File: src/hdl/b3rc_pkg.sv
package b3rc_pkg;

  // ---------------------------------------------------------------
  // Register offsets
  // ---------------------------------------------------------------
  localparam logic [7:0] OFS_MODE = 8'h00;
  localparam logic [7:0] OFS_OUTPUT_ENABLE_CONTROL = 8'h01;
  localparam logic [7:0] OFS_WAIT = 8'h02;
  localparam logic [7:0] OFS_VCHG = 8'h03;
  localparam logic [7:0] OFS_RAMP = 8'h04;
  localparam logic [7:0] OFS_B1V1 = 8'h05;
  localparam logic [7:0] OFS_B3V1 = 8'h06;
  localparam logic [7:0] OFS_B3V2 = 8'h07;

  // ---------------------------------------------------------------
  // Reset values
  // ---------------------------------------------------------------
  localparam logic [7:0] RST_MODE = 8'h00;
  localparam logic [7:0] RST_OUTPUT_ENABLE_CONTROL = 8'h00;
  localparam logic [7:0] RST_WAIT = 8'h00;
  localparam logic [7:0] RST_VCHG = 8'h00;
  localparam logic [7:0] RST_RAMP = 8'h3F;
  localparam logic [7:0] RST_B1V1 = 8'h19;
  localparam logic [7:0] RST_B3V1 = 8'h19;
  localparam logic [7:0] RST_B3V2 = 8'h19;

  // ---------------------------------------------------------------
  // Field positions
  // ---------------------------------------------------------------
  localparam int MODE_LSB = 4;
  localparam int OUTPUT_ENABLE_CONTROL_BIT = 2;
  localparam int WAIT_BIT = 2;
  localparam int SEL_BIT = 5;
  localparam int INIT_BIT = 4;
  localparam int RATE_LSB = 4;
  localparam int PGN_BIT = 5;
  localparam int FREQ_BIT = 5;
  localparam int PHASE_BIT = 6;
  localparam int KEEP_BIT = 7;
  localparam int EDGE_LSB = 6;

  localparam logic [1:0] MODE_SKIP = 2'h0;
  localparam logic [1:0] MODE_SLEEP = 2'h1;
  localparam logic [1:0] MODE_FCCM = 2'h2;

  // ---------------------------------------------------------------
  // Timing
  // ---------------------------------------------------------------
  localparam int CLK_KHZ = 125000;
  localparam int CLK_PERIOD_NS = 8;
  localparam int FSW_FULL_KHZ = 2250;
  localparam int FSW_HALF_KHZ = 1125;
  localparam int DUTY_FULL_PCT = 20;
  localparam int DUTY_HALF_PCT = 50;
  localparam logic [6:0] PER_FULL = 7'(CLK_KHZ / FSW_FULL_KHZ);
  localparam logic [6:0] PER_HALF = 7'(CLK_KHZ / FSW_HALF_KHZ);
  localparam logic [6:0] HIGH_FULL = 7'(int'(PER_FULL) * DUTY_FULL_PCT / 100);
  localparam logic [6:0] HIGH_HALF = 7'(int'(PER_HALF) * DUTY_HALF_PCT / 100);
  localparam int MIN_ON_NS = 90;
  localparam logic [7:0] MIN_ON_CYC = 8'((MIN_ON_NS + CLK_PERIOD_NS - 1) / CLK_PERIOD_NS);
  localparam int FRAC_BITS = 4;
  localparam int DAC_LSB_UV = 12500;
  localparam int SS_RATE_UVUS = 800;
  localparam int SLEW_RATE_UVUS [4] = '{880, 1750, 3500, 7000};
  localparam int STEP_NUM = DAC_LSB_UV * 1000 / ((1 << FRAC_BITS) * CLK_PERIOD_NS);
  localparam logic [15:0] SS_STEP_CYC = 16'(STEP_NUM / SS_RATE_UVUS);
  localparam logic [15:0] SLEW_STEP_CYC [4] = '{
    16'(STEP_NUM / SLEW_RATE_UVUS[0]), 16'(STEP_NUM / SLEW_RATE_UVUS[1]),
    16'(STEP_NUM / SLEW_RATE_UVUS[2]), 16'(STEP_NUM / SLEW_RATE_UVUS[3])};

  // ---------------------------------------------------------------
  // Types
  // ---------------------------------------------------------------
  typedef enum logic [2:0] {ST_OFF, ST_WAIT, ST_SOFT, ST_RUN, ST_SLEW} b3rc_state_t;

  typedef struct packed {
    logic [7:0] mode;
    logic [7:0] output_enable_control;
    logic [7:0] wstart;
    logic [7:0] vchg;
    logic [7:0] ramp;
    logic [7:0] b1v1;
    logic [7:0] b3v1;
    logic [7:0] b3v2;
  } b3rc_regs_t;

  typedef struct packed {
    b3rc_regs_t regs;
    b3rc_state_t state;
    logic [8:0] ref_lvl;
    logic [15:0] step_cnt;
    logic [6:0] ph_cnt;
    logic [7:0] rd_data;
    logic rd_valid;
    logic run;
    logic [1:0] mode_out;
    logic sw_clk;
    logic cyc_start;
    logic cyc_skip;
    logic power_good_output;
    logic slewing;
  } b3rc_core_t;

endpackage

File: src/hdl/b3rc_top.sv
// Overview of operation
// - The two-bit mode field picks pulse skipping (00, default), light-load sleep or forced continuous.
// - Each enable ramps the reference from zero to target at 0.8V/ms with pulse skipping forced.
// - The start-wait bit waits for output below 300mV when 0, polarity reversed on the second variant.
// - The select bit picks the first target register when 0 and the second when 1.
// - Writing 1 to the slew-initiate bit moves the reference toward the selected target.
// - The slew field sets 0.88, 1.75, 3.5 or 7 mV/us and resets to the fastest.
// - With the power-good policy bit at 0 power-good is held low while slewing.
// - The first target register holds a five-bit code resetting to 11001.
// - The second target register holds a five-bit code resetting to 11001.
// - Switching runs at 2.25MHz by default and at 1.125MHz when the frequency bit is set.
// - The phase bit delays each switching cycle by 20% at full rate and 50% at half rate.
// - The full-rate switching clock has 20% duty and the half-rate clock 50% duty.
// - The keep-alive bit keeps the regulator running through a system shutdown.
// - The switch-node edge rate comes from bits 7:6 of the first regulator's first target.
// - At power-on the edge-rate field selects the fastest transition.
// - When the needed on-time is below the 90ns minimum the cycle is skipped.
`timescale 1ns/1ps
`default_nettype none

module b3rc_top #(
  parameter bit VARIANT_SWAP = 1'b0
) (
  input wire logic CLK, // System clock
  input wire logic ARST_N, // Async reset
  input wire logic WR_EN, // Register write strobe
  input wire logic RD_EN, // Register read strobe
  input wire logic [7:0] ADDR, // Register offset
  input wire logic [7:0] WR_DATA, // Write data
  output logic [7:0] RD_DATA, // Read data
  output logic RD_VALID, // Read data valid
  input wire logic VOUT_LOW, // Output below 300mV
  input wire logic FAULT, // Fault, forces restart
  input wire logic SHUTDOWN, // System shutdown request
  input wire logic PG_SENSE, // Raw power-good comparator
  input wire logic [7:0] ON_TIME_CYC, // Required on-time, cycles
  output logic [8:0] REF_CODE, // Reference to DAC, 4 frac bits
  output logic RUN_OUT, // Regulator running
  output logic [1:0] MODE_OUT, // Active light-load mode
  output logic SW_CLK, // Switching clock
  output logic CYCLE_START, // Switching cycle begins
  output logic CYCLE_SKIP, // Switching cycle skipped
  output logic POWER_GOOD, // Power-good output
  output logic SLEWING, // Reference slewing
  output logic [1:0] EDGE_RATE // Switch-node edge rate
);

  // ---------------------------------------------------------------
  // State
  // ---------------------------------------------------------------
  b3rc_pkg::b3rc_core_t q;
  b3rc_pkg::b3rc_core_t next_q;

  logic slew_req;
  logic en;
  logic wait_low;
  logic [8:0] tgt;
  logic [15:0] step_lim;
  logic half;
  logic [6:0] per;
  logic [6:0] hi;
  logic [6:0] dly;
  logic [6:0] pos;
  logic [1:0] mode_fld;
  logic new_sel;
  logic [8:0] sel_tgt;

  always_comb begin
    mode_fld = q.regs.mode[b3rc_pkg::MODE_LSB +: 2];
    slew_req = WR_EN && ADDR == b3rc_pkg::OFS_VCHG && WR_DATA[b3rc_pkg::INIT_BIT];
    en = q.regs.output_enable_control[b3rc_pkg::OUTPUT_ENABLE_CONTROL_BIT] && !FAULT &&
         !(SHUTDOWN && !q.regs.b3v2[b3rc_pkg::KEEP_BIT]);
    wait_low = !q.regs.wstart[b3rc_pkg::WAIT_BIT] ^ VARIANT_SWAP;
    tgt = q.regs.vchg[b3rc_pkg::SEL_BIT] ? {q.regs.b3v2[4:0], 4'h0}
                                         : {q.regs.b3v1[4:0], 4'h0};
    step_lim = (q.state == b3rc_pkg::ST_SOFT) ? b3rc_pkg::SS_STEP_CYC
             : b3rc_pkg::SLEW_STEP_CYC[q.regs.ramp[b3rc_pkg::RATE_LSB +: 2]];
    half = q.regs.b3v2[b3rc_pkg::FREQ_BIT];
    per = half ? b3rc_pkg::PER_HALF : b3rc_pkg::PER_FULL;
    hi = half ? b3rc_pkg::HIGH_HALF : b3rc_pkg::HIGH_FULL;
    dly = q.regs.b3v2[b3rc_pkg::PHASE_BIT] ? hi : 7'h00;
    pos = (q.ph_cnt >= dly) ? q.ph_cnt - dly : q.ph_cnt + per - dly;
    // Select written together with initiate applies at once
    new_sel = (WR_EN && ADDR == b3rc_pkg::OFS_VCHG) ? WR_DATA[b3rc_pkg::SEL_BIT]
                                                     : q.regs.vchg[b3rc_pkg::SEL_BIT];
    sel_tgt = new_sel ? {q.regs.b3v2[4:0], 4'h0} : {q.regs.b3v1[4:0], 4'h0};
  end

  // ---------------------------------------------------------------
  // Next state
  // ---------------------------------------------------------------
  always_comb begin
    next_q = q;
    next_q.rd_valid = 1'b0;
    next_q.cyc_start = 1'b0;
    next_q.cyc_skip = 1'b0;

    // Register writes; initiate bit never stored
    if (WR_EN) begin
      case (ADDR)
        b3rc_pkg::OFS_MODE: next_q.regs.mode = WR_DATA;
        b3rc_pkg::OFS_OUTPUT_ENABLE_CONTROL: next_q.regs.output_enable_control = WR_DATA;
        b3rc_pkg::OFS_WAIT: next_q.regs.wstart = WR_DATA;
        b3rc_pkg::OFS_VCHG: next_q.regs.vchg = WR_DATA & 8'hEF;
        b3rc_pkg::OFS_RAMP: next_q.regs.ramp = WR_DATA;
        b3rc_pkg::OFS_B1V1: next_q.regs.b1v1 = WR_DATA;
        b3rc_pkg::OFS_B3V1: next_q.regs.b3v1 = WR_DATA;
        b3rc_pkg::OFS_B3V2: next_q.regs.b3v2 = WR_DATA;
        default: ;
      endcase
    end

    // Register reads; initiate bit reads back slew in progress
    if (RD_EN) begin
      next_q.rd_valid = 1'b1;
      case (ADDR)
        b3rc_pkg::OFS_MODE: next_q.rd_data = q.regs.mode;
        b3rc_pkg::OFS_OUTPUT_ENABLE_CONTROL: next_q.rd_data = q.regs.output_enable_control;
        b3rc_pkg::OFS_WAIT: next_q.rd_data = q.regs.wstart;
        b3rc_pkg::OFS_VCHG: next_q.rd_data = q.regs.vchg | {3'h0, q.slewing, 4'h0};
        b3rc_pkg::OFS_RAMP: next_q.rd_data = q.regs.ramp;
        b3rc_pkg::OFS_B1V1: next_q.rd_data = q.regs.b1v1;
        b3rc_pkg::OFS_B3V1: next_q.rd_data = q.regs.b3v1;
        b3rc_pkg::OFS_B3V2: next_q.rd_data = q.regs.b3v2;
        default: next_q.rd_data = 8'h00;
      endcase
    end

    // Reference stepping shared by soft-start and slew
    if (q.state == b3rc_pkg::ST_SOFT || q.state == b3rc_pkg::ST_SLEW) begin
      if (q.step_cnt >= step_lim - 16'h0001) begin
        next_q.step_cnt = 16'h0000;
        if (q.ref_lvl < tgt) begin
          next_q.ref_lvl = q.ref_lvl + 9'h001;
        end else if (q.ref_lvl > tgt) begin
          next_q.ref_lvl = q.ref_lvl - 9'h001;
        end
      end else begin
        next_q.step_cnt = q.step_cnt + 16'h0001;
      end
    end

    // Sequencer
    unique case (q.state)
      b3rc_pkg::ST_OFF: begin
        next_q.ref_lvl = 9'h000;
        next_q.step_cnt = 16'h0000;
        if (en) begin
          next_q.state = wait_low ? b3rc_pkg::ST_WAIT : b3rc_pkg::ST_SOFT;
        end
      end
      b3rc_pkg::ST_WAIT: begin
        if (!en) begin
          next_q.state = b3rc_pkg::ST_OFF;
        end else if (VOUT_LOW) begin
          next_q.state = b3rc_pkg::ST_SOFT;
        end
      end
      b3rc_pkg::ST_SOFT: begin
        if (!en) begin
          next_q.state = b3rc_pkg::ST_OFF;
        end else if (q.ref_lvl >= tgt) begin
          next_q.ref_lvl = tgt;
          next_q.state = b3rc_pkg::ST_RUN;
        end
      end
      b3rc_pkg::ST_RUN: begin
        next_q.step_cnt = 16'h0000;
        if (!en) begin
          next_q.state = b3rc_pkg::ST_OFF;
        end else if (slew_req && q.ref_lvl != sel_tgt) begin
          next_q.state = b3rc_pkg::ST_SLEW;
        end
      end
      b3rc_pkg::ST_SLEW: begin
        if (!en) begin
          next_q.state = b3rc_pkg::ST_OFF;
        end else if (q.ref_lvl == tgt) begin
          next_q.state = b3rc_pkg::ST_RUN;
        end
      end
    endcase

    next_q.run = q.state == b3rc_pkg::ST_SOFT || q.state == b3rc_pkg::ST_RUN ||
                 q.state == b3rc_pkg::ST_SLEW;
    next_q.mode_out = (q.state == b3rc_pkg::ST_SOFT) ? b3rc_pkg::MODE_SKIP
                    : mode_fld;
    next_q.slewing = q.state == b3rc_pkg::ST_SLEW;
    next_q.power_good_output = PG_SENSE && (q.state == b3rc_pkg::ST_RUN ||
                   (q.state == b3rc_pkg::ST_SLEW && q.regs.b3v1[b3rc_pkg::PGN_BIT]));

    // Switching clock and phase
    next_q.ph_cnt = (q.ph_cnt >= per - 7'h01) ? 7'h00 : q.ph_cnt + 7'h01;
    next_q.sw_clk = q.ph_cnt < hi;
    if (pos == 7'h00 && next_q.run && q.run) begin
      next_q.cyc_start = ON_TIME_CYC >= b3rc_pkg::MIN_ON_CYC;
      next_q.cyc_skip = ON_TIME_CYC < b3rc_pkg::MIN_ON_CYC;
    end
  end

  always_ff @(posedge CLK or negedge ARST_N) begin
    if (!ARST_N) begin
      q <= '0;
      q.state <= b3rc_pkg::ST_OFF;
      q.regs.mode <= b3rc_pkg::RST_MODE;
      q.regs.output_enable_control <= b3rc_pkg::RST_OUTPUT_ENABLE_CONTROL;
      q.regs.wstart <= b3rc_pkg::RST_WAIT;
      q.regs.vchg <= b3rc_pkg::RST_VCHG;
      q.regs.ramp <= b3rc_pkg::RST_RAMP;
      q.regs.b1v1 <= b3rc_pkg::RST_B1V1;
      q.regs.b3v1 <= b3rc_pkg::RST_B3V1;
      q.regs.b3v2 <= b3rc_pkg::RST_B3V2;
    end else begin
      q <= next_q;
    end
  end

  // ---------------------------------------------------------------
  // Outputs
  // ---------------------------------------------------------------
  assign RD_DATA = q.rd_data;
  assign RD_VALID = q.rd_valid;
  assign REF_CODE = q.ref_lvl;
  assign RUN_OUT = q.run;
  assign MODE_OUT = q.mode_out;
  assign SW_CLK = q.sw_clk;
  assign CYCLE_START = q.cyc_start;
  assign CYCLE_SKIP = q.cyc_skip;
  assign POWER_GOOD = q.power_good_output;
  assign SLEWING = q.slewing;
  assign EDGE_RATE = q.regs.b1v1[b3rc_pkg::EDGE_LSB +: 2];
endmodule

`default_nettype wire

File: config.mk
export PLATFORM = sky130hd
export DESIGN_NAME = b3rc_top
export DESIGN_NICKNAME = d
export VERILOG_FILES = /design/src/hdl/b3rc_pkg.sv /design/src/hdl/b3rc_top.sv
export SDC_FILE = /design/constraint.sdc
export NUM_CORES = 1
export LEC_CHECK = 0
export ABC_AREA = 0
export BUFFER_PORTS_ARGS = -buffer_cell sky130_fd_sc_hd__buf_2
export CELL_PAD_IN_SITES_DETAIL_PLACEMENT = 1
export CELL_PAD_IN_SITES_GLOBAL_PLACEMENT = 2
export CORE_UTILIZATION = 26
export CTS_BUF_LIST = sky130_fd_sc_hd__clkbuf_4 sky130_fd_sc_hd__clkbuf_8 sky130_fd_sc_hd__clkbuf_16
export DETAILED_ROUTE_END_ITERATION = 7
export GPL_ROUTABILITY_DRIVEN = 0
export PLACE_DENSITY = 0.65
export REMOVE_ABC_BUFFERS = 1
export SYNTH_ARGS = -nofsm -noshare
export SYNTH_HDL_FRONTEND = slang
export SYNTH_SLANG_ARGS = --single-unit
export TNS_END_PERCENT = 10
File: constraint.sdc
create_clock -name CLK -period 4.55 [get_ports CLK]
set_clock_uncertainty 0.15 [all_clocks]
set_input_delay 0.91 -clock CLK [delete_from_list [all_inputs] [get_ports CLK]]
set_output_delay 0.91 -clock CLK [all_outputs]
set_load 0.005 [all_outputs]
==> results.yml <==
status:
  status: "finished, final reports clean"
global_routing:
  antenna_found_initial: 0
  grt_overflow: 0
  track_usage_pct: 13.8
  first_global_vias: 5477
  grt_max_degree: 71
  grt_pass1_wl_um: 30200
logic_synthesis:
  syn_inst: 697
  ys_ff_latch: 115
  syn_area_mm2: 0.00714
  synth_edf_count: 0
  synth_top_cell_area_share_pct: 35.0
  yosys.cell_types.count: 59
  synth_seq_area_share_pct: 40.6
  synth_top_area_cell: "dfrtp_1"
  ys_top_cells_by_count: "100 x dfrtp_1, 63 x mux2_2, 52 x ha_1, 44 x nor2_1, 38 x inv_1"
  synth_area_per_cell_um2: 10.2
  yosysWarnings: 0
  synth_area_leaders: "dfrtp_1 35%, mux2_2 9.9%, ha_1 9.1%"
  synth_most_common_cell: "dfrtp_1"
  synthFlopType: "dfrtp_1"
  async_flop_share_pct: 100
setup_path:
  cp_slowest_cell: "dfstp_2"
  crit_top_cell: "ha_1"
  crit_type: "flip-flop to flip-flop"
  cp_num_buf_inv: 1
  cp.arrival_ns: 3.99
  start_kind: "flip-flop"
  ff2ff_setup_slack_ns: 0.66
  slowest_delay_ns: 0.59
  worstRegToRegCells: 15
  r2r-start: "q[81]"
  critical_path.max_fanout: 11
  reg2reg_to: "REF_CODE[8]"
  cp.required_ns: 4.66
  path_cells: "inv_1, ha_1, or2_2, ha_1, nand3_1, nor4_1, ha_1, ha_1, nand4_1, nor2_1, a221oi_1, or3_1, a21oi_1, xnor2_1, o22ai_1"
  endpoint_kind: "flip-flop"
  crit_family: "simple AND/OR/NAND/NOR gates"
final_layout:
  area_growth_pct: 16.0
  drive_gt1_share_pct: 24.9
  fin_nets: 827
  n_fill_cell: 3037
  final_area_mm2: 0.00828
  n_antenna_cell: 0
sta:
  hold_ws_ns: 0.325
  period_minus_slack_ns: 3.89
  tightest_slew_ns: 0.800
  hold_viol_final: 0
  maxSlewViolCount: 0
  setup-tns-final_ns: 0
  rsz0062_at_grt: "no"
  max_freq_mhz: 257
  relSlewSlack_pct: 46.2
  finalSetupViolCount: 0
  fin_crit_sh_pct: 85.4
cts:
  clk_transition_reported_paths_ns: 0.06
  insertion_delay_ns: 0.42
  htreeDepth: 4
  cts_setup_buffers: 0
  clock_path_buffers: 2
  cts_buffers: 17
  cts.sinks: 115
  root_buffer: "clkbuf_16"
  cts_tree: "yes"
floorplanning:
  ios: 60
  die_h_um: 168
  dieWidth_um: 168
  start_util_pct: 26.5
  dieArea_mm2: 0.0281
  coreArea_mm2: 0.0270
  rows: 60
placement:
  port-buffer-count: 57
  dp_hpwl_um: 13500
  placed_area_mm2: 0.00767
power_and_ir_drop:
  vdd_drop_max_v: 0.000246
  p_total_mw: 3.46
  p_per_area_mw_per_mm2: 417
  leakage_nw: 3.77
route:
  drtIter0Drc: 168
  via_per_inst: 4.82
  vias: 5264
  first_pass_iters: 4
  drc_errors: 0
  wl_um: 18300
  final_antenna_net_count: 0
  wl_per_cell_um: 16.8
min_path:
  min_path_type: "input pin to async pin"
flow_run:
  cap_violations: 0
-- registers in the layout, summed over array words and instances, names as in the netlist --
name	count
half	1
EDGE_RATE	2
q	84
mode_fld	2
MODE_OUT	2
CYCLE_SKIP	1
RUN_OUT	1
CYCLE_START	1
RD_VALID	1
SLEWING	1
REF_CODE	9
POWER_GOOD	1
SW_CLK	1
RD_DATA	8
-- layer usage --
metal	GRT usage (%)	share of wire [%]	up-vias
met5	0	0	-
li1	-	-	2578
met1	19.1	50	2619
met2	21.9	47	58
met4	4.43	1.1	0
met3	2.36	2.0	9
-- how the worst max path moves through the flow --
stage / slack [ns] / depth (start not counted) / end / from
3_3_place_gp: 0.34 / 16 / q[31] / q[81]
4_1_cts: 0.29 / 16 / q[27] / q[81]
5_1_grt: 0.30 / 16 / q[29] / q[81]
3_5_place_dp: 0.29 / 16 / q[27] / q[81]
2_1_floorplan: 0.49 / 15 / q[29] / q[51]
6_report: 0.66 / 15 / REF_CODE[8] / q[81]
-- cell families (layout without fill, tap and decap cells) --
logic type / count (synthesis) / after routing / synth area share, %
simple gates: 204 / 204 / 15.3
compound gates: 129 / 129 / 12.2
flops: 115 / 115 / 40.6
buf+inv: 83 / 136 / 5.73
mux: 72 / 72 / 11.3
fa+ha+maj: 57 / 57 / 10.5
xor+xnor: 36 / 36 / 4.41
other cells: 1 / 2 / 0.0525
-- layout make-up --
class / count / area, um^2 / share of cell area (%)
clock buffer: 18 / 439 / 5.30
clock inverter: 14 / 165 / 1.99
inverter: 38 / 143 / 1.72
tap: 341 / 427 / 5.15
multi-input combinational: 500 / 3840 / 46.4
timing repair buffer: 66 / 368 / 4.44
sequential: 115 / 2900 / 35.0
-- power by group --
group          switching (mW)  internal, mW
combinational           0.502         0.386
sequential             0.0815          1.10
clock                   0.552         0.839
-- layout by cell type, fill, tap and decap left out, types with 11 or more instances in the layout --
master       n
dfrtp_1    100
mux2_2      63
buf_2       56
ha_1        52
nor2_1      44
inv_1       38
nand2_1     37
o21ai_0     28
nand3_1     27
xnor2_1     22
a21oi_1     18
nor2b_1     17
a22oi_1     17
clkbuf_16   17
dfstp_2     15
and3_1      14
xor2_1      14
o22ai_1     12
nor3_1      11
-- timing repair --
item | CTS | global route
hold buffers | 0 | 0
setup endpoints to repair | 0 | 6
resized for setup | 0 | 1
-- through the flow --
stage	std cells	utilization (%)	setup slack [ns]
6_report	1092	30.7	0.663
5_1_grt	1092	30.7	0.299
4_1_cts	1092	30.7	0.287
3_5_place_dp	1060	28.5	0.292
3_3_place_gp	1060	28.5	0.337
2_1_floorplan	653	-	0.488
No activity file was read; power rests on OpenSTA's default activity.
